==> src/common/etss_consts.svh <==
`ifndef ETSS_CONSTS_SVH
`define ETSS_CONSTS_SVH

// Register byte offsets
`define ETSS_ADDR_CTRL      8'h00
`define ETSS_ADDR_STATUS    8'h04
`define ETSS_ADDR_IRQ_STS   8'h08
`define ETSS_ADDR_IRQ_CLR   8'h0c
`define ETSS_ADDR_IRQ_EN    8'h10

// Control field positions
`define ETSS_CTRL_SEL_A_LSB 0
`define ETSS_CTRL_B_SRC_LSB 4
`define ETSS_CTRL_B_IDX_LSB 6
`define ETSS_CTRL_SEL_C_BIT 10
`define ETSS_CTRL_SQL_BIT   11
`define ETSS_CTRL_EXT_BIT   12
`define ETSS_CTRL_RESET     32'h0000_0000

// Status field positions
`define ETSS_STS_MODE_LSB   0
`define ETSS_STS_LOST_BIT   2
`define ETSS_STS_LOS_BIT    3
`define ETSS_STS_SELV_BIT   4
`define ETSS_STS_VALID_LSB  16

// Interrupt bits
`define ETSS_IRQ_LOST_BIT   0
`define ETSS_IRQ_LOS_BIT    1
`define ETSS_IRQ_MODE_BIT   2
`define ETSS_IRQ_RESET      3'h0

// Timing
`define ETSS_CLK_PERIOD_PS  5000
`define ETSS_LOS_TIME_NS    1000
`define ETSS_FREE_PERIOD_NS 125

`endif

==> src/common/etss_pkg.sv <==
`default_nettype none
package etss_pkg;
	typedef enum logic [1:0] {
		etss_free_run,
		etss_locked,
		etss_holdover
	} etss_mode_t;

	typedef enum logic [1:0] {
		etss_src_line,
		etss_src_trib,
		etss_src_ext
	} etss_src_t;
endpackage : etss_pkg
`default_nettype wire

==> src/etss_sync_port.sv <==
`include "etss_consts.svh"
`default_nettype none
module etss_sync_port #(
	parameter int PER_W   = 12,
	parameter int LOS_CYC = 200
) (
	input  wire logic clk_sys,
	input  wire logic resetn,
	input  wire logic sync_port_rx,
	input  wire logic tx_timing,
	input  wire logic tx_path_en,
	input  wire logic squelch,
	output var  logic sync_port_tx,
	output var  logic ext_ref_edge,
	output var  logic ext_ref_valid,
	output var  logic loss_of_signal_cause
);
	import etss_pkg::*;

	logic             rx_s1_q;
	logic             rx_s2_q;
	logic             rx_prev_q;
	logic [PER_W-1:0] act_cnt_q;
	logic             tx_q;
	logic             los_q;

	always_ff @(posedge clk_sys or negedge resetn) begin
		if (!resetn) begin
			rx_s1_q   <= 1'b0;
			rx_s2_q   <= 1'b0;
			rx_prev_q <= 1'b0;
		end else begin
			rx_s1_q   <= sync_port_rx;
			rx_s2_q   <= rx_s1_q;
			rx_prev_q <= rx_s2_q;
		end
	end

	// Recovered timing: one pulse per rising edge of the port signal
	assign ext_ref_edge  = rx_s2_q & ~rx_prev_q;
	assign ext_ref_valid = act_cnt_q < PER_W'(LOS_CYC);

	always_ff @(posedge clk_sys or negedge resetn) begin
		if (!resetn) begin
			act_cnt_q <= PER_W'(LOS_CYC);
		end else if (ext_ref_edge) begin
			act_cnt_q <= '0;
		end else if (act_cnt_q < PER_W'(LOS_CYC)) begin
			act_cnt_q <= act_cnt_q + 1'b1;
		end
	end

	// Cause follows the defect directly
	always_ff @(posedge clk_sys or negedge resetn) begin
		if (!resetn) begin
			los_q <= 1'b1;
		end else begin
			los_q <= ~ext_ref_valid;
		end
	end

	// Transmit timing passes unchanged, or idles low when off
	always_ff @(posedge clk_sys or negedge resetn) begin
		if (!resetn) begin
			tx_q <= 1'b0;
		end else begin
			tx_q <= tx_path_en & ~squelch & tx_timing;
		end
	end

	assign sync_port_tx         = tx_q;
	assign loss_of_signal_cause = los_q;

	a_squelch_idle: assert property (
		@(posedge clk_sys) disable iff (!resetn)
		squelch |=> !sync_port_tx
	) else $error("sync output active while squelched");

	a_path_absent: assert property (
		@(posedge clk_sys) disable iff (!resetn)
		!tx_path_en |=> !sync_port_tx
	) else $error("sync output active with path disabled");

	a_tx_transparent: assert property (
		@(posedge clk_sys) disable iff (!resetn)
		(tx_path_en && !squelch) |=> (sync_port_tx == $past(tx_timing))
	) else $error("sync output differs from its timing");

	a_los_report: assert property (
		@(posedge clk_sys) disable iff (!resetn)
		(act_cnt_q >= PER_W'(LOS_CYC)) |=> loss_of_signal_cause
	) else $error("loss of signal not reported");
endmodule : etss_sync_port
`default_nettype wire

==> src/etss_timing_source.sv <==
// Function
// - Equipment clock distributed to internal functional blocks
// - Reference chosen from line, tributary or external
// - Report all references lost to management
// - First selector picks one line reference
// - Second selector picks one reference for generator
// - Generator runs locked, holdover or free run
// - Sync output from equipment clock or line
// - Squelch provisioning disables sync_port_tx; external_sync_out keeps running
// - Sync port loss of signal reported
// - Outgoing sync path only when enabled
// - Transmit sync follows output timing unchanged
// - Received sync timing feeds external reference
//
// The implementer's own choices: the address-and-strobe port and the address map.
`include "etss_consts.svh"
`default_nettype none
module etss_timing_source #(
	parameter int N_LINE = 4,
	parameter int N_TRIB = 4,
	parameter int PER_W  = 12
) (
	input  wire logic          clk_sys,
	input  wire logic          resetn,
	input  wire logic [7:0]    reg_addr,
	input  wire logic [31:0]   reg_wdata,
	input  wire logic          reg_wr,
	input  wire logic          reg_rd,
	output var  logic [31:0]   reg_rdata,
	input  wire logic [N_LINE-1:0] line_derived_ref,
	input  wire logic [N_TRIB-1:0] tributary_derived_ref,
	input  wire logic          sync_port_rx,
	output var  logic          sync_port_tx,
	output var  logic          equipment_clock_point,
	output var  logic          external_sync_out,
	output var  logic          all_refs_lost,
	output var  logic          loss_of_signal_cause,
	output var  etss_pkg::etss_mode_t timing_mode,
	output var  logic          irq
);
	import etss_pkg::*;

	localparam int NREF = N_LINE + N_TRIB;
	localparam int LOS_CYC = (`ETSS_LOS_TIME_NS * 1000 +
		`ETSS_CLK_PERIOD_PS - 1) / `ETSS_CLK_PERIOD_PS;
	localparam int FREE_CYC = (`ETSS_FREE_PERIOD_NS * 1000) /
		`ETSS_CLK_PERIOD_PS;

	function automatic logic etss_pick(input logic [15:0] v,
		input logic [3:0] i);
		return v[i];
	endfunction : etss_pick

	logic [NREF-1:0]  ref_s1_q;
	logic [NREF-1:0]  ref_s2_q;
	logic [NREF-1:0]  ref_prev_q;
	logic [NREF-1:0]  ref_edge;
	logic [NREF-1:0]  ref_valid;
	logic [PER_W-1:0] act_cnt_q [NREF];
	logic [15:0]      line_edge;
	logic [15:0]      line_valid;
	logic [15:0]      line_level;
	logic [15:0]      trib_edge;
	logic [15:0]      trib_valid;

	logic [3:0]       sel_a_q;
	etss_src_t        b_src_q;
	logic [3:0]       b_idx_q;
	logic             sel_c_q;
	logic             squelch_q;
	logic             ext_en_q;

	logic             ext_edge;
	logic             ext_valid;
	logic             ext_los;
	logic             a_level;
	logic             sel_edge;
	logic             sel_valid;
	logic             any_valid;
	logic             ctrl_wr;

	logic [PER_W-1:0] per_cnt_q;
	logic [PER_W-1:0] meas_q;
	logic [PER_W-1:0] hold_per_q;
	logic             seen_q;
	logic             meas_ok_q;
	logic [PER_W-1:0] cur_per;
	logic [PER_W-1:0] phase_q;
	etss_mode_t       mode_q;
	etss_mode_t       mode_d;

	logic             eq_clk_q;
	logic             ext_out_q;
	logic             lost_q;
	logic             los_prev_q;
	logic [2:0]       irq_sts_q;
	logic [2:0]       irq_en_q;
	logic [2:0]       irq_ev;
	logic             irq_q;
	logic [31:0]      rdata_q;

	// Pin synchronisers for all line and tributary references
	always_ff @(posedge clk_sys or negedge resetn) begin
		if (!resetn) begin
			ref_s1_q   <= '0;
			ref_s2_q   <= '0;
			ref_prev_q <= '0;
		end else begin
			ref_s1_q   <= {tributary_derived_ref, line_derived_ref};
			ref_s2_q   <= ref_s1_q;
			ref_prev_q <= ref_s2_q;
		end
	end

	assign ref_edge = ref_s2_q & ~ref_prev_q;

	// Activity monitor: a reference is valid while edges keep coming
	always_ff @(posedge clk_sys or negedge resetn) begin
		if (!resetn) begin
			for (int i = 0; i < NREF; i++) begin
				act_cnt_q[i] <= PER_W'(LOS_CYC);
			end
		end else begin
			for (int i = 0; i < NREF; i++) begin
				if (ref_edge[i]) begin
					act_cnt_q[i] <= '0;
				end else if (act_cnt_q[i] < PER_W'(LOS_CYC)) begin
					act_cnt_q[i] <= act_cnt_q[i] + 1'b1;
				end
			end
		end
	end

	always_comb begin
		for (int i = 0; i < NREF; i++) begin
			ref_valid[i] = act_cnt_q[i] < PER_W'(LOS_CYC);
		end
	end

	assign line_edge  = 16'(ref_edge[N_LINE-1:0]);
	assign line_valid = 16'(ref_valid[N_LINE-1:0]);
	assign line_level = 16'(ref_s2_q[N_LINE-1:0]);
	assign trib_edge  = 16'(ref_edge[NREF-1:N_LINE]);
	assign trib_valid = 16'(ref_valid[NREF-1:N_LINE]);

	etss_sync_port #(
		.PER_W   (PER_W),
		.LOS_CYC (LOS_CYC)
	) u_sync_port (
		.clk_sys              (clk_sys),
		.resetn               (resetn),
		.sync_port_rx         (sync_port_rx),
		.tx_timing            (ext_out_q),
		.tx_path_en           (ext_en_q),
		.squelch              (squelch_q),
		.sync_port_tx         (sync_port_tx),
		.ext_ref_edge         (ext_edge),
		.ext_ref_valid        (ext_valid),
		.loss_of_signal_cause (ext_los)
	);

	// First selector: one line reference
	assign a_level = etss_pick(line_level, sel_a_q);

	// Second selector: one reference of any kind for the generator
	always_comb begin
		case (b_src_q)
			etss_src_line: begin
				sel_edge  = etss_pick(line_edge, b_idx_q);
				sel_valid = etss_pick(line_valid, b_idx_q);
			end
			etss_src_trib: begin
				sel_edge  = etss_pick(trib_edge, b_idx_q);
				sel_valid = etss_pick(trib_valid, b_idx_q);
			end
			etss_src_ext: begin
				sel_edge  = ext_edge;
				sel_valid = ext_valid;
			end
			default: begin
				sel_edge  = 1'b0;
				sel_valid = 1'b0;
			end
		endcase
	end

	assign any_valid = (|ref_valid) | ext_valid;
	assign ctrl_wr   = reg_wr && (reg_addr == `ETSS_ADDR_CTRL);

	// Control register: selectors change only on a software write
	always_ff @(posedge clk_sys or negedge resetn) begin
		if (!resetn) begin
			sel_a_q   <= 4'h0;
			b_src_q   <= etss_src_line;
			b_idx_q   <= 4'h0;
			sel_c_q   <= 1'b0;
			squelch_q <= 1'b0;
			ext_en_q  <= 1'b0;
		end else if (ctrl_wr) begin
			sel_a_q   <= reg_wdata[`ETSS_CTRL_SEL_A_LSB +: 4];
			b_src_q   <= etss_src_t'(reg_wdata[`ETSS_CTRL_B_SRC_LSB +: 2]);
			b_idx_q   <= reg_wdata[`ETSS_CTRL_B_IDX_LSB +: 4];
			sel_c_q   <= reg_wdata[`ETSS_CTRL_SEL_C_BIT];
			squelch_q <= reg_wdata[`ETSS_CTRL_SQL_BIT];
			ext_en_q  <= reg_wdata[`ETSS_CTRL_EXT_BIT];
		end
	end

	// Period of the selected reference, restarted on reselection
	always_ff @(posedge clk_sys or negedge resetn) begin
		if (!resetn) begin
			per_cnt_q <= '0;
			meas_q    <= PER_W'(FREE_CYC);
			seen_q    <= 1'b0;
			meas_ok_q <= 1'b0;
		end else if (ctrl_wr) begin
			per_cnt_q <= '0;
			seen_q    <= 1'b0;
			meas_ok_q <= 1'b0;
		end else if (sel_edge) begin
			per_cnt_q <= '0;
			seen_q    <= 1'b1;
			if (seen_q) begin
				meas_q    <= per_cnt_q + 1'b1;
				meas_ok_q <= 1'b1;
			end
		end else if (per_cnt_q != '1) begin
			per_cnt_q <= per_cnt_q + 1'b1;
		end
	end

	// Generator mode selection
	always_comb begin
		case (mode_q)
			etss_free_run: begin
				mode_d = (sel_valid && meas_ok_q) ? etss_locked
					: etss_free_run;
			end
			etss_locked: begin
				mode_d = sel_valid ? etss_locked : etss_holdover;
			end
			etss_holdover: begin
				mode_d = (sel_valid && meas_ok_q) ? etss_locked
					: etss_holdover;
			end
			default: begin
				mode_d = etss_free_run;
			end
		endcase
	end

	always_ff @(posedge clk_sys or negedge resetn) begin
		if (!resetn) begin
			mode_q <= etss_free_run;
		end else begin
			mode_q <= mode_d;
		end
	end

	// Period remembered for holdover
	always_ff @(posedge clk_sys or negedge resetn) begin
		if (!resetn) begin
			hold_per_q <= PER_W'(FREE_CYC);
		end else if (mode_q == etss_locked) begin
			hold_per_q <= meas_q;
		end
	end

	always_comb begin
		case (mode_q)
			etss_locked:   cur_per = meas_q;
			etss_holdover: cur_per = hold_per_q;
			default:       cur_per = PER_W'(FREE_CYC);
		endcase
	end

	// Phase accumulator, aligned to the reference while locked
	always_ff @(posedge clk_sys or negedge resetn) begin
		if (!resetn) begin
			phase_q <= '0;
		end else if (mode_q == etss_locked && sel_edge) begin
			phase_q <= '0;
		end else if (phase_q >= cur_per - 1'b1) begin
			phase_q <= '0;
		end else begin
			phase_q <= phase_q + 1'b1;
		end
	end

	always_ff @(posedge clk_sys or negedge resetn) begin
		if (!resetn) begin
			eq_clk_q <= 1'b0;
		end else begin
			eq_clk_q <= phase_q < (cur_per >> 1);
		end
	end

	// Third selector
	always_ff @(posedge clk_sys or negedge resetn) begin
		if (!resetn) begin
			ext_out_q <= 1'b0;
		end else begin
			ext_out_q <= sel_c_q ? a_level : eq_clk_q;
		end
	end

	always_ff @(posedge clk_sys or negedge resetn) begin
		if (!resetn) begin
			lost_q     <= 1'b1;
			los_prev_q <= 1'b1;
		end else begin
			lost_q     <= ~any_valid;
			los_prev_q <= ext_los;
		end
	end

	// Interrupt events: a new set beats a clear in the same cycle
	assign irq_ev[`ETSS_IRQ_LOST_BIT] = ~any_valid & ~lost_q;
	assign irq_ev[`ETSS_IRQ_LOS_BIT]  = ext_los & ~los_prev_q;
	assign irq_ev[`ETSS_IRQ_MODE_BIT] = mode_d != mode_q;

	always_ff @(posedge clk_sys or negedge resetn) begin
		if (!resetn) begin
			irq_sts_q <= `ETSS_IRQ_RESET;
		end else if (reg_wr && reg_addr == `ETSS_ADDR_IRQ_CLR) begin
			irq_sts_q <= (irq_sts_q & ~reg_wdata[2:0]) | irq_ev;
		end else begin
			irq_sts_q <= irq_sts_q | irq_ev;
		end
	end

	always_ff @(posedge clk_sys or negedge resetn) begin
		if (!resetn) begin
			irq_en_q <= `ETSS_IRQ_RESET;
		end else if (reg_wr && reg_addr == `ETSS_ADDR_IRQ_EN) begin
			irq_en_q <= reg_wdata[2:0];
		end
	end

	always_ff @(posedge clk_sys or negedge resetn) begin
		if (!resetn) begin
			irq_q <= 1'b0;
		end else begin
			irq_q <= |(irq_sts_q & irq_en_q);
		end
	end

	// Read port: data valid the cycle after the strobe only
	always_ff @(posedge clk_sys or negedge resetn) begin
		if (!resetn) begin
			rdata_q <= 32'h0;
		end else if (!reg_rd) begin
			rdata_q <= 32'h0;
		end else begin
			rdata_q <= 32'h0;
			case (reg_addr)
				`ETSS_ADDR_CTRL: begin
					rdata_q[`ETSS_CTRL_SEL_A_LSB +: 4] <= sel_a_q;
					rdata_q[`ETSS_CTRL_B_SRC_LSB +: 2] <= b_src_q;
					rdata_q[`ETSS_CTRL_B_IDX_LSB +: 4] <= b_idx_q;
					rdata_q[`ETSS_CTRL_SEL_C_BIT] <= sel_c_q;
					rdata_q[`ETSS_CTRL_SQL_BIT]   <= squelch_q;
					rdata_q[`ETSS_CTRL_EXT_BIT]   <= ext_en_q;
				end
				`ETSS_ADDR_STATUS: begin
					rdata_q[`ETSS_STS_MODE_LSB +: 2] <= mode_q;
					rdata_q[`ETSS_STS_LOST_BIT] <= lost_q;
					rdata_q[`ETSS_STS_LOS_BIT]  <= ext_los;
					rdata_q[`ETSS_STS_SELV_BIT] <= sel_valid;
					rdata_q[`ETSS_STS_VALID_LSB +: 16] <= 16'(ref_valid);
				end
				`ETSS_ADDR_IRQ_STS: rdata_q[2:0] <= irq_sts_q;
				`ETSS_ADDR_IRQ_EN:  rdata_q[2:0] <= irq_en_q;
				default:            rdata_q <= 32'h0;
			endcase
		end
	end

	assign reg_rdata             = rdata_q;
	assign equipment_clock_point = eq_clk_q;
	assign external_sync_out     = ext_out_q;
	assign all_refs_lost         = lost_q;
	assign loss_of_signal_cause  = ext_los;
	assign timing_mode           = mode_q;
	assign irq                   = irq_q;

	a_all_lost: assert property (
		@(posedge clk_sys) disable iff (!resetn)
		!any_valid |=> all_refs_lost
	) else $error("loss of all references not reported");

	a_enter_hold: assert property (
		@(posedge clk_sys) disable iff (!resetn)
		(mode_q == etss_locked && !sel_valid) |=> mode_q == etss_holdover
	) else $error("no holdover after reference loss");

	a_stay_free: assert property (
		@(posedge clk_sys) disable iff (!resetn)
		(mode_q == etss_free_run && !sel_valid) |=> mode_q == etss_free_run
	) else $error("left free run without a reference");

	a_lock_phase: assert property (
		@(posedge clk_sys) disable iff (!resetn)
		(mode_q == etss_locked && sel_edge) |=> phase_q == '0
	) else $error("locked phase not aligned to reference");

	a_selc_stable: assert property (
		@(posedge clk_sys) disable iff (!resetn)
		!ctrl_wr |=> $stable(sel_c_q)
	) else $error("third selector moved without command");

	a_out_select: assert property (
		@(posedge clk_sys) disable iff (!resetn)
		sel_c_q |=> external_sync_out == $past(a_level)
	) else $error("sync output not from line reference");

	a_lock_needs_ref: assert property (
		@(posedge clk_sys) disable iff (!resetn)
		(mode_q != etss_locked && !(sel_valid && meas_ok_q))
			|=> mode_q != etss_locked
	) else $error("locked without a measured reference");

	a_squelch_out: assert property (
		@(posedge clk_sys) disable iff (!resetn)
		squelch_q ##1 squelch_q |=> !sync_port_tx
	) else $error("squelch did not disable sync output");
endmodule : etss_timing_source
`default_nettype wire

==> config.mk <==
export PLATFORM = sky130hd
export DESIGN_NAME = etss_timing_source
export DESIGN_NICKNAME = d
export VERILOG_FILES = /design/src/common/etss_pkg.sv /design/src/etss_sync_port.sv /design/src/etss_timing_source.sv
export VERILOG_INCLUDE_DIRS = /design/src /design/src/common
export SDC_FILE = /design/constraint.sdc
export NUM_CORES = 1
export LEC_CHECK = 0
export ABC_AREA = 1
export BUFFER_PORTS_ARGS = -buffer_cell sky130_fd_sc_hd__buf_2
export CAP_MARGIN = 20
export CORE_ASPECT_RATIO = 0.7
export CORE_MARGIN = 2
export CORE_UTILIZATION = 45
export DETAILED_ROUTE_END_ITERATION = 10
export PLACE_DENSITY_LB_ADDON = 0.12
export SYNTH_ARGS = -nofsm -noshare
export SYNTH_HDL_FRONTEND = slang
export SYNTH_HIERARCHICAL = 1
export SYNTH_SLANG_ARGS = --single-unit
==> constraint.sdc <==
create_clock -name clk_sys -period 7.5 [get_ports clk_sys]
set_input_delay 0.375 -clock clk_sys [delete_from_list [all_inputs] [get_ports clk_sys]]
set_output_delay 0.375 -clock clk_sys [all_outputs]
set_load 0.02 [all_outputs]
==> results.sh, run 1 <==
export IMPL_outcome="finished, final reports clean"
export IMPL_areaGrowthSynthToFinish_pct=13.53
export IMPL_cts_tree="built"
export IMPL_maxCapViolCount=0
export IMPL_yosysMostFrequentCell="nand2_1"
export IMPL_max_freq_ghz=0.2648
export IMPL_hold_path_depth=3
export IMPL_finClkSkew_ps=13.95
export IMPL_r2r_start="timing_mode[0]$_DFF_PN0_"
export IMPL_drtPass1Iterations=5
export IMPL_drt_vias_per_instance=4.787
export IMPL_htreeDepth=1
export IMPL_cts_setup_buffers=0
export IMPL_diodes=0
export IMPL_postSynthAreaPerCell_sq_um=8.807
export IMPL_min_period_over_period=0.5036
export IMPL_synth_largest_area_cell="dfrtp_1"
export IMPL_rows=48
export IMPL_vdd_drop_max_mv=0.1717
export IMPL_start_util=0.4536
export IMPL_slew_violations=0
export IMPL_cts_resized=0
export IMPL_antenna_found_initial=1
export IMPL_ys_ff_latch=234
export IMPL_crit_chain="inv_1 > ha_1 > inv_1 > o21ai_0 > nand2_1 > ha_1 > nand3_1 > nor3_2 > nand3_1 > nor3_2 > xor2_1 > ha_1 > nand2_1 > o21ai_0 > a21oi_1 > nand4_4 > nor3_1"
export IMPL_clock_path_buffers=3
export IMPL_setup_tns_final_ps=0
export IMPL_synth_flop_cell="dfrtp_1"
export IMPL_min_to="ext_en_q$_DFFE_PN0P_"
export IMPL_io_buffers=62
export IMPL_worstMarginPinSlew_ps=890.0
export IMPL_detailedPlacementHpwl_um=16300
export IMPL_hold_viol=0
export IMPL_yosysWarnings=6
export IMPL_worstSetupPathType="flip-flop to flip-flop"
export IMPL_drcViolationCount=0
export IMPL_crit_top_cell="ha_1"
export IMPL_cp_required_ps=7920
export IMPL_ios=93
export IMPL_rsz0062_at_grt="false"
export IMPL_syn_inst=1259
export IMPL_min_from="reg_wdata[12]"
export IMPL_crit_arrival_ps=4200
export IMPL_yosysTopAreaCellShare=0.4469
export IMPL_synth_area_sq_um=11090
export IMPL_cp_num_buf_inv=2
export IMPL_die_area_sq_um=25930
export IMPL_layout_drive_gt1_share=0.1459
export IMPL_globalplace_congestion=0.7939
export IMPL_ant_nets=0
export IMPL_synth_edf_count=0
export IMPL_synthTopCellsByArea="dfrtp_1 45%, dfstp_2 8.5%, nand2_1 8.5%"
export IMPL_synth_top_cells_by_count="251 x nand2_1, 198 x dfrtp_1, 190 x inv_1"
export IMPL_start_kind="flip-flop"
export IMPL_wl_per_cell_um=13.47
export IMPL_finalNonFillerCells=1682
export IMPL_cp_end_kind="flip-flop"
export IMPL_crit_fanout=12
export IMPL_worstReg2RegEnd="phase_q[2]$_DFF_PN0_"
export IMPL_hp_class="input pin to flip-flop"
export IMPL_fin_crit_ps=3777
export IMPL_synth_seq_area_share=0.5322
export IMPL_relSlewSlack=0.4067
export IMPL_cts_inserted_buffers=24
export IMPL_power_density_nw_per_um2=279.9
export IMPL_grt_pass1_wl_um=37920
export IMPL_clk_pin_slew_ps=60
export IMPL_drt_iter0_drc=481
export IMPL_critical_path_slowest_cell="dfrtp_1"
export IMPL_clk_latency_ps=520
export IMPL_die_width_um=191.6
export IMPL_grt_pass1_vias=7389
export IMPL_crit_family="simple AND/OR/NAND/NOR gates"
export IMPL_grt_use_total=0.1820
export IMPL_cts_sinks=234
export IMPL_synth_distinct_cells=50
export IMPL_die_height_um=135.3
export IMPL_core_area_sq_um=24440
export IMPL_setup_viol=0
export IMPL_grt_max_degree=86
export IMPL_cts_root_buf="clkbuf_16"
export IMPL_slowest_delay_ps=440
export IMPL_startpoint="timing_mode[0]$_DFF_PN0_"
export IMPL_reg2reg_depth=17
export IMPL_reg2reg_setup_slack_ps=3720
export IMPL_placed_cells=1627
export IMPL_totalWireLength_um=22650
export IMPL_grt_remaining_overflow=0
export IMPL_p_leak_nw=6.276
export IMPL_num_vias=8051
export IMPL_nNetsFinal=1430
export IMPL_synthArstFlopShare=1.000
-- how the worst max path moves through the flow --
stage	end	slack (ps)	depth (start not counted)
2_1_floorplan	phase_q[0]$_DFF_PN0_	4380	17
3_3_place_gp	phase_q[4]$_DFF_PN0_	3850	17
3_5_place_dp	phase_q[2]$_DFF_PN0_	3750	17
4_1_cts	phase_q[2]$_DFF_PN0_	3700	17
5_1_grt	phase_q[4]$_DFF_PN0_	3330	17
6_report	phase_q[2]$_DFF_PN0_	3720	17
-- cell usage in the layout (no fill, tap or decap), types with 3 or more instances in the layout --
cell,n
nand2_2,7
nor4_1,3
a21oi_1,64
inv_1,190
nor2_2,15
o21ai_2,9
dfstp_2,36
nand3_1,56
dfrtp_1,198
clkbuf_8,6
bufinv_16,3
xnor2_1,3
dlygate4sd3_1,10
a221oi_1,6
clkinv_2,4
ha_1,38
nand3_2,4
nor3_1,24
conb_1,11
o21a_1,3
buf_2,61
nor2_4,3
and3_1,3
nand2_1,251
nor2_1,150
inv_2,8
nand4_1,16
or2_1,7
xor2_1,30
o211ai_1,4
nor3_2,7
o21ai_1,3
a31oi_1,3
clkbuf_1,7
clkbuf_16,25
o21ai_0,66
-- power by group --
group          internal, mW  switching (mW)
clock                 0.773           0.488
combinational         0.258           0.453
sequential             1.44           0.116
-- stage by stage --
stage / setup slack [ps] / utilization / hold slack [ps] / cell area [sq um] / power (mW)
floorplan: 4385 / - / 79.41 / 11130 / 2.133
global route: 3325 / 0.5150 / 55.00 / 12590 / 3.757
detailed placement: 3753 / 0.4754 / 334.7 / 11620 / 2.280
global placement: 3852 / 0.4754 / 331.7 / 11620 / 2.265
CTS: 3695 / 0.5139 / 44.64 / 12560 / 3.569
finish: 3723 / 0.5150 / 67.17 / 12590 / 3.524
-- cell type report --
type	count	area, sq um
clock buffer	38	734.5
sequential	234	5901
fill	2275	11860
timing repair buffer	75	462.9
clock inverter	6	105.1
tap	325	406.6
inverter	201	755.7
multi-input combinational	803	4223
-- worst reg2reg max path, cell delays in order, from the launching register on --
cell and delay, ps:
dfrtp_1 440, inv_1 130, ha_1 380, inv_1 230, o21ai_0 120, nand2_1 120, ha_1 200, nand3_1 150
nor3_2 220, nand3_1 180, nor3_2 150, xor2_1 180, ha_1 250, nand2_1 80, o21ai_0 100, a21oi_1 210
nand4_4 290, nor3_1 240
-- cells by family (layout without fill, tap and decap cells) --
| kind of cell | after synthesis | after routing | synth area share |
|---|---|---|---|
| compound gates | 167 | 167 | 0.08542 |
| xor+xnor | 33 | 33 | 0.02607 |
| fa+ha+maj | 38 | 38 | 0.04288 |
| buf+inv | 232 | 320 | 0.09039 |
| flops | 234 | 234 | 0.5322 |
| other cells | 1 | 11 | 0.0003382 |
| simple gates | 554 | 554 | 0.2227 |
-- registers in the layout, summed over array words and instances, names as in the netlist, 2 cells and up --
name / flops
act_cnt_q: 96
b_idx_q: 4
b_src_q: 2
hold_per_q: 12
irq_en_q: 3
irq_sts_q: 3
meas_q: 12
per_cnt_q: 12
phase_q: 12
ref_prev_q: 8
ref_s1_q: 8
ref_s2_q: 8
reg_rdata: 21
sel_a_q: 4
timing_mode: 2
u_sync_port/act_cnt_q: 12
-- metal layers --
metal  share of wire  global-route usage
met5               0                   0
met4           0.013             0.03333
met3           0.039             0.03238
met2            0.40              0.2501
met1            0.54              0.2968
-- what timing repair did --
| action | in CTS | in global routing |
|---|---|---|
| hold endpoints to repair | 79 | 0 |
| hold buffers | 10 | 0 |
| setup endpoints to repair | 0 | 0 |
Note: power is estimated with default switching activity, not from simulation.
==> inputs of run 2 (changes only) <==
clock period = 3.2 ns   (was 7.5 ns; I/O delays follow)
==> run 2 against run 1 <==
Against the previous run:
- wire length up 3.0%
- critical path depth unchanged
- register-to-register slack worse by 3600 ps
- non-clock buffer count up 43
- clock power up 120%
- critical path type unchanged
==> results.sh, run 2 (synthesis results as in run 1) <==
export IMPL_diodes=0
export IMPL_crit_chain="inv_4 > ha_4 > nand3_1 > inv_2 > ha_4 > nand3_4 > nor3_4 > nand3_2 > nor3_2 > xor2_1 > ha_1 > nand2_2 > nor2_2 > nand3b_1 > nand4_4 > buf_12 > nor2_2"
export IMPL_outcome="finished, final reports clean"
export IMPL_antenna_found_initial=0
export IMPL_clock_path_buffers=3
export IMPL_cp_required_ps=3600
export IMPL_power_density_nw_per_um2=642.8
export IMPL_areaGrowthSynthToFinish_pct=17.21
export IMPL_die_area_sq_um=25930
export IMPL_num_vias=8138
export IMPL_nNetsFinal=1473
export IMPL_seqCellArea_sq_um=5903
export IMPL_relSlewSlack=0.4348
export IMPL_layout_commonest_cell="nand2_1"
export IMPL_crit_arrival_ps=3430
export IMPL_fin_crit_ps=3030
export IMPL_grt_max_degree=108
export IMPL_grt_use_total=0.1880
export IMPL_clk_latency_ps=520
export IMPL_hp_class="input pin to flip-flop"
export IMPL_clk_pin_slew_ps=60
export IMPL_cts_sinks=234
export IMPL_slowest_delay_ps=440
export IMPL_core_area_sq_um=24440
export IMPL_maxCapViolCount=0
export IMPL_start_util=0.4536
export IMPL_cts_tree="built"
export IMPL_drcViolationCount=0
export IMPL_grt_pass1_wl_um=39410
export IMPL_finClkSkew_ps=21.10
export IMPL_totalWireLength_um=23330
export IMPL_num_fill_cells=2246
export IMPL_worst_slack_ps=169.6
export IMPL_vdd_drop_max_mv=0.4187
export IMPL_ios=93
export IMPL_die_width_um=191.6
export IMPL_largest_register_ffs=96
export IMPL_cp_end_kind="flip-flop"
export IMPL_setup_viol=0
export IMPL_drtPass1Iterations=5
export IMPL_setup_tns_final_ps=0
export IMPL_layout_drive_gt1_share=0.1736
export IMPL_wl_per_cell_um=13.52
export IMPL_drt_iter0_drc=490
export IMPL_cp_num_buf_inv=3
export IMPL_rows=48
export IMPL_dp_worst_setup_slack_ps=-28.25
export IMPL_drt_vias_per_instance=4.718
export IMPL_die_height_um=135.3
export IMPL_crit_family="simple AND/OR/NAND/NOR gates"
export IMPL_max_freq_ghz=0.3300
export IMPL_critical_path_slowest_cell="dfrtp_2"
export IMPL_p_leak_nw=6.444
export IMPL_layout_common_cells="249 x nand2_1, 196 x dfrtp_1, 186 x inv_1"
export IMPL_worstSetupPathType="flip-flop to flip-flop"
export IMPL_grt_pass1_vias=7793
export IMPL_grt_remaining_overflow=0
export IMPL_worstMarginPinSlew_ps=847.8
export IMPL_cts_root_buf="clkbuf_16"
export IMPL_cts_inserted_buffers=24
export IMPL_min_period_over_period=0.9470
export IMPL_multiInputGateArea_sq_um=4320
export IMPL_hold_viol=0
export IMPL_start_kind="flip-flop"
export IMPL_htreeDepth=1
export IMPL_top_register="act_cnt_q"
export IMPL_detailedPlacementHpwl_um=17030
export IMPL_slew_violations=0
export IMPL_io_buffers=62
export IMPL_crit_fanout=7
export IMPL_globalplace_congestion=0.8066
export IMPL_ant_nets=0
## run 2: cell count changes in the layout (fill, tap and decap cells not counted), moves of 3 or more
cell,change
buf_4,+28
dlygate4sd3_1,+13
ha_1,-4
ha_4,+4
inv_1,-4
inv_4,+3
o21ai_0,-3
## run 2: repair_timing
| item | in CTS | in global routing |
|---|---|---|
| pin swaps | 0 | 9 |
| setup endpoints to repair | 10 | 12 |
| setup buffers | 0 | 8 |
| endpoints found under the hold margin | 109 | 0 |
| hold buffers | 23 | 0 |
| resized for setup | 5 | 26 |
## run 2: path summary, 6_finish.rpt
check | depth (start not counted) | slack (ps) | start | to
max | 17 | 170 | timing_mode[0]$_DFF_PN0_ | phase_q[9]$_DFF_PN0_
min | 3 | 20 | reg_wdata[1] | sel_a_q[1]$_DFFE_PN0P_
min in group asynchronous | 2 | 260 | resetn | act_cnt_q[74]$_DFFE_PN0P_
max reg2reg | 17 | 170 | timing_mode[0]$_DFF_PN0_ | phase_q[9]$_DFF_PN0_
max in group asynchronous | 3 | 2010 | resetn | act_cnt_q[42]$_DFFE_PN1P_
min reg2reg | 0 | 350 | ref_s1_q[3]$_DFF_PN0_ | ref_s2_q[3]$_DFF_PN0_
## run 2: report_power, final
part           switching, mW  internal [mW]
clock                   1.15           1.60
sequential             0.287           3.37
combinational           1.12          0.829
total                   2.56           5.79
## run 2: tightest hold or removal path: stages
cell	delay (ps)
buf_2	90
inv_1	80
o21ai_0	150
## run 2: cell type report
type,instances,area share
clock inverter,6,0.005584
inverter,201,0.05873
clock buffer,38,0.05411
multi-input combinational,803,0.3324
sequential,234,0.4542
tap,325,0.03129
timing repair buffer,118,0.06364
## run 2: routing by layer
| metal | vias to the layer above | wire, um | track usage |
|---|---|---|---|
| met4 | 0 | 294 | 0.03632 |
| met3 | 22 | 890 | 0.02771 |
| li1 | 4209 | - | - |
| met5 | - | 0 | 0 |
| met1 | 3784 | 12750 | 0.3048 |
| met2 | 123 | 9393 | 0.2647 |
## run 2: stage by stage
| step | hold slack (ps) | util | total power, mW | instance area [sq um] | instances |
|---|---|---|---|---|---|
| finish | 16.38 | 0.5317 | 8.354 | 13000 | 1725 |
| global route | 10.85 | 0.5317 | 8.881 | 13000 | 1725 |
| CTS | 0.9563 | 0.5254 | 8.353 | 12840 | 1717 |
| detailed placement | 269.3 | 0.4835 | 5.531 | 11820 | 1650 |
| global placement | 268.3 | 0.4835 | 5.487 | 11820 | 1650 |
| floorplan | -135.6 | - | 5.000 | 11130 | 1269 |
==> inputs of run 3 (changes only) <==
CORE_UTILIZATION = 50   (was 45)
CTS_BUF_LIST = sky130_fd_sc_hd__clkbuf_4 sky130_fd_sc_hd__clkbuf_8   (was default)
==> run 3 against run 2 <==
Against the previous run:
- sequential cell count unchanged
- first-iteration DRC count shrank 10%
- wire length rose by 0.21%
- combinational power about the same
- sequential share of layout area is essentially flat
- global-route usage up 2.1 points
- maximum frequency is 1.3% lower
- critical endpoint is now phase_q[8]$_DFF_PN0_
==> results.sh, run 3 (synthesis results as in run 1) <==
export IMPL_outcome="finished, final reports clean"
export IMPL_antenna_found_initial=0
export IMPL_globalplace_congestion=0.8640
export IMPL_num_fill_cells=1925
export IMPL_rows=45
export IMPL_crit_fanout=7
export IMPL_p_comb_frac=0.235
export IMPL_setup_viol=0
export IMPL_start_kind="flip-flop"
export IMPL_htreeDepth=2
export IMPL_cts_tree="built"
export IMPL_maxCapViolCount=0
export IMPL_seqPwrFrac=0.435
export IMPL_relSlewSlack=0.6249
export IMPL_totalWireLength_um=23380
export IMPL_drt_iter0_drc=440
export IMPL_grt_pass1_wl_um=38980
export IMPL_p_leak_nw=6.508
export IMPL_hp_class="input pin to flip-flop"
export IMPL_intPower_mw=5.773
export IMPL_die_area_sq_um=23400
export IMPL_clock_power_share=0.330
export IMPL_num_vias=8333
export IMPL_drt_vias_per_instance=4.893
export IMPL_die_height_um=128.6
export IMPL_largest_register_ffs=96
export IMPL_ant_nets=0
export IMPL_grt_use_total=0.2088
export IMPL_placed_cells=1601
export IMPL_drtPass1Iterations=4
export IMPL_grt_pass1_vias=7922
export IMPL_worst_slack_ps=128.5
export IMPL_worstSetupPathType="flip-flop to flip-flop"
export IMPL_fin_crit_ps=3072
export IMPL_detailedPlacementHpwl_um=16530
export IMPL_start_util=0.5102
export IMPL_clk_pin_slew_ps=60
export IMPL_power_density_nw_per_um2=648.8
export IMPL_finClkSkew_ps=18.15
export IMPL_cts_sinks=234
export IMPL_nNetsFinal=1483
export IMPL_cts_inserted_buffers=39
export IMPL_vdd_drop_max_mv=0.3001
export IMPL_hold_viol=0
export IMPL_ios=93
export IMPL_p_switching_mw=2.655
export IMPL_slew_violations=0
export IMPL_dp_worst_setup_slack_ps=-92.38
export IMPL_holdWs_ps=53.50
export IMPL_io_buffers=62
export IMPL_core_area_sq_um=21730
export IMPL_finalNonFillerCells=1703
export IMPL_utilization=0.5976
export IMPL_clock_path_buffers=3
export IMPL_diodes=0
export IMPL_cts_root_buf="clkbuf_8"
export IMPL_crit_arrival_ps=3560
export IMPL_clk_latency_ps=560
export IMPL_layout_commonest_cell="nand2_1"
export IMPL_wl_per_cell_um=13.73
export IMPL_areaGrowthSynthToFinish_pct=17.14
export IMPL_drcViolationCount=0
export IMPL_cp_end_kind="flip-flop"
export IMPL_max_freq_ghz=0.3256
export IMPL_switching_share=0.3150
export IMPL_rsz0062_at_grt="true"
export IMPL_cp_required_ps=3690
export IMPL_worstMarginPinSlew_ps=562.6
export IMPL_top_register="act_cnt_q"
export IMPL_die_width_um=182.0
export IMPL_setup_tns_final_ps=0
export IMPL_layout_drive_gt1_share=0.1935
export IMPL_min_period_over_period=0.9598
export IMPL_grt_remaining_overflow=0
export IMPL_layout_common_cells="247 x nand2_1, 198 x dfrtp_1, 185 x inv_1"
export IMPL_grt_max_degree=87
run 3: cell types whose count changed in the layout (fill, tap and decap cells not counted), sizes merged:
| cell | before | now |
|---|---|---|
| clkinv | 6 | 8 |
| dlygate4sd3 | 23 | 24 |
| clkbuf | 38 | 62 |
| buf | 95 | 89 |
run 3: path summary, 6_finish.rpt:
path                       cells after the start  slack [ps]                             to                     startpoint
setup / recovery                              17         130           phase_q[8]$_DFF_PN0_       timing_mode[1]$_DFF_PN0_
hold / removal                                 3          50         sel_a_q[0]$_DFFE_PN0P_                         reg_wr
setup reg to reg                              17         130           phase_q[8]$_DFF_PN0_       timing_mode[1]$_DFF_PN0_
hold reg to reg                                0         350  u_sync_port/rx_s2_q$_DFF_PN0_  u_sync_port/rx_s1_q$_DFF_PN0_
max in group asynchronous                      3        2170       act_cnt_q[3]$_DFFE_PN1P_                         resetn
min in group asynchronous                      2         170      act_cnt_q[47]$_DFFE_PN0P_                         resetn
run 3: cell type report:
type	instances	area, sq um	area share
Clock inverter	8	71.32	0.005491
Tap cell	282	352.8	0.02716
Timing Repair Buffer	113	808.3	0.06223
Inverter	201	755.7	0.05818
Sequential cell	234	5901	0.4543
Multi-Input combinational cell	803	4347	0.3347
Clock buffer	62	753.2	0.05799
run 3: stage by stage:
stage / area (sq um) / total power [mW]
2_1_floorplan: 11130 / 5.000
5_1_grt: 12990 / 8.979
4_1_cts: 12850 / 8.414
3_5_place_dp: 11730 / 5.516
3_3_place_gp: 11730 / 5.462
6_report: 12990 / 8.428
run 3: worst max-delay path: stages, from the launching register on:
cell and delay, ps:
dfrtp_1 430, inv_2 100, ha_4 330, nand3_2 80, inv_2 100, ha_2 230, nand3_4 100, nor3_4 160
nand3_2 130, nor3_2 210, xor2_1 160, ha_1 250, nand2_2 110, nor2_4 50, a21oi_2 180, nand4_4 150
buf_12 180, nor2_2 70
run 3: power groups by stage:
stage	Sequential (mW)	Combinational [mW]	Clock, mW
3_5_place_dp	3.70	1.82	0
2_1_floorplan	3.62	1.38	0
6_report	3.66	1.98	2.78
4_1_cts	3.65	1.89	2.87
3_3_place_gp	3.69	1.77	0
5_1_grt	3.71	2.26	3.01
run 3: what timing repair did:
action	4_1_cts	5_1_grt
setup endpoints to repair	11	12
endpoints found under the hold margin	101	0
hold buffers	24	0
gates resized for setup	7	31
setup buffers	3	5
pin swaps	3	16
run 3: metal layers:
metal	wire (um)	vias up	global-route usage
li1	-	4239	-
met1	12280	3915	0.3147
met2	9555	154	0.3034
met3	1254	25	0.05038
met4	289	0	0.05550
met5	0	-	0
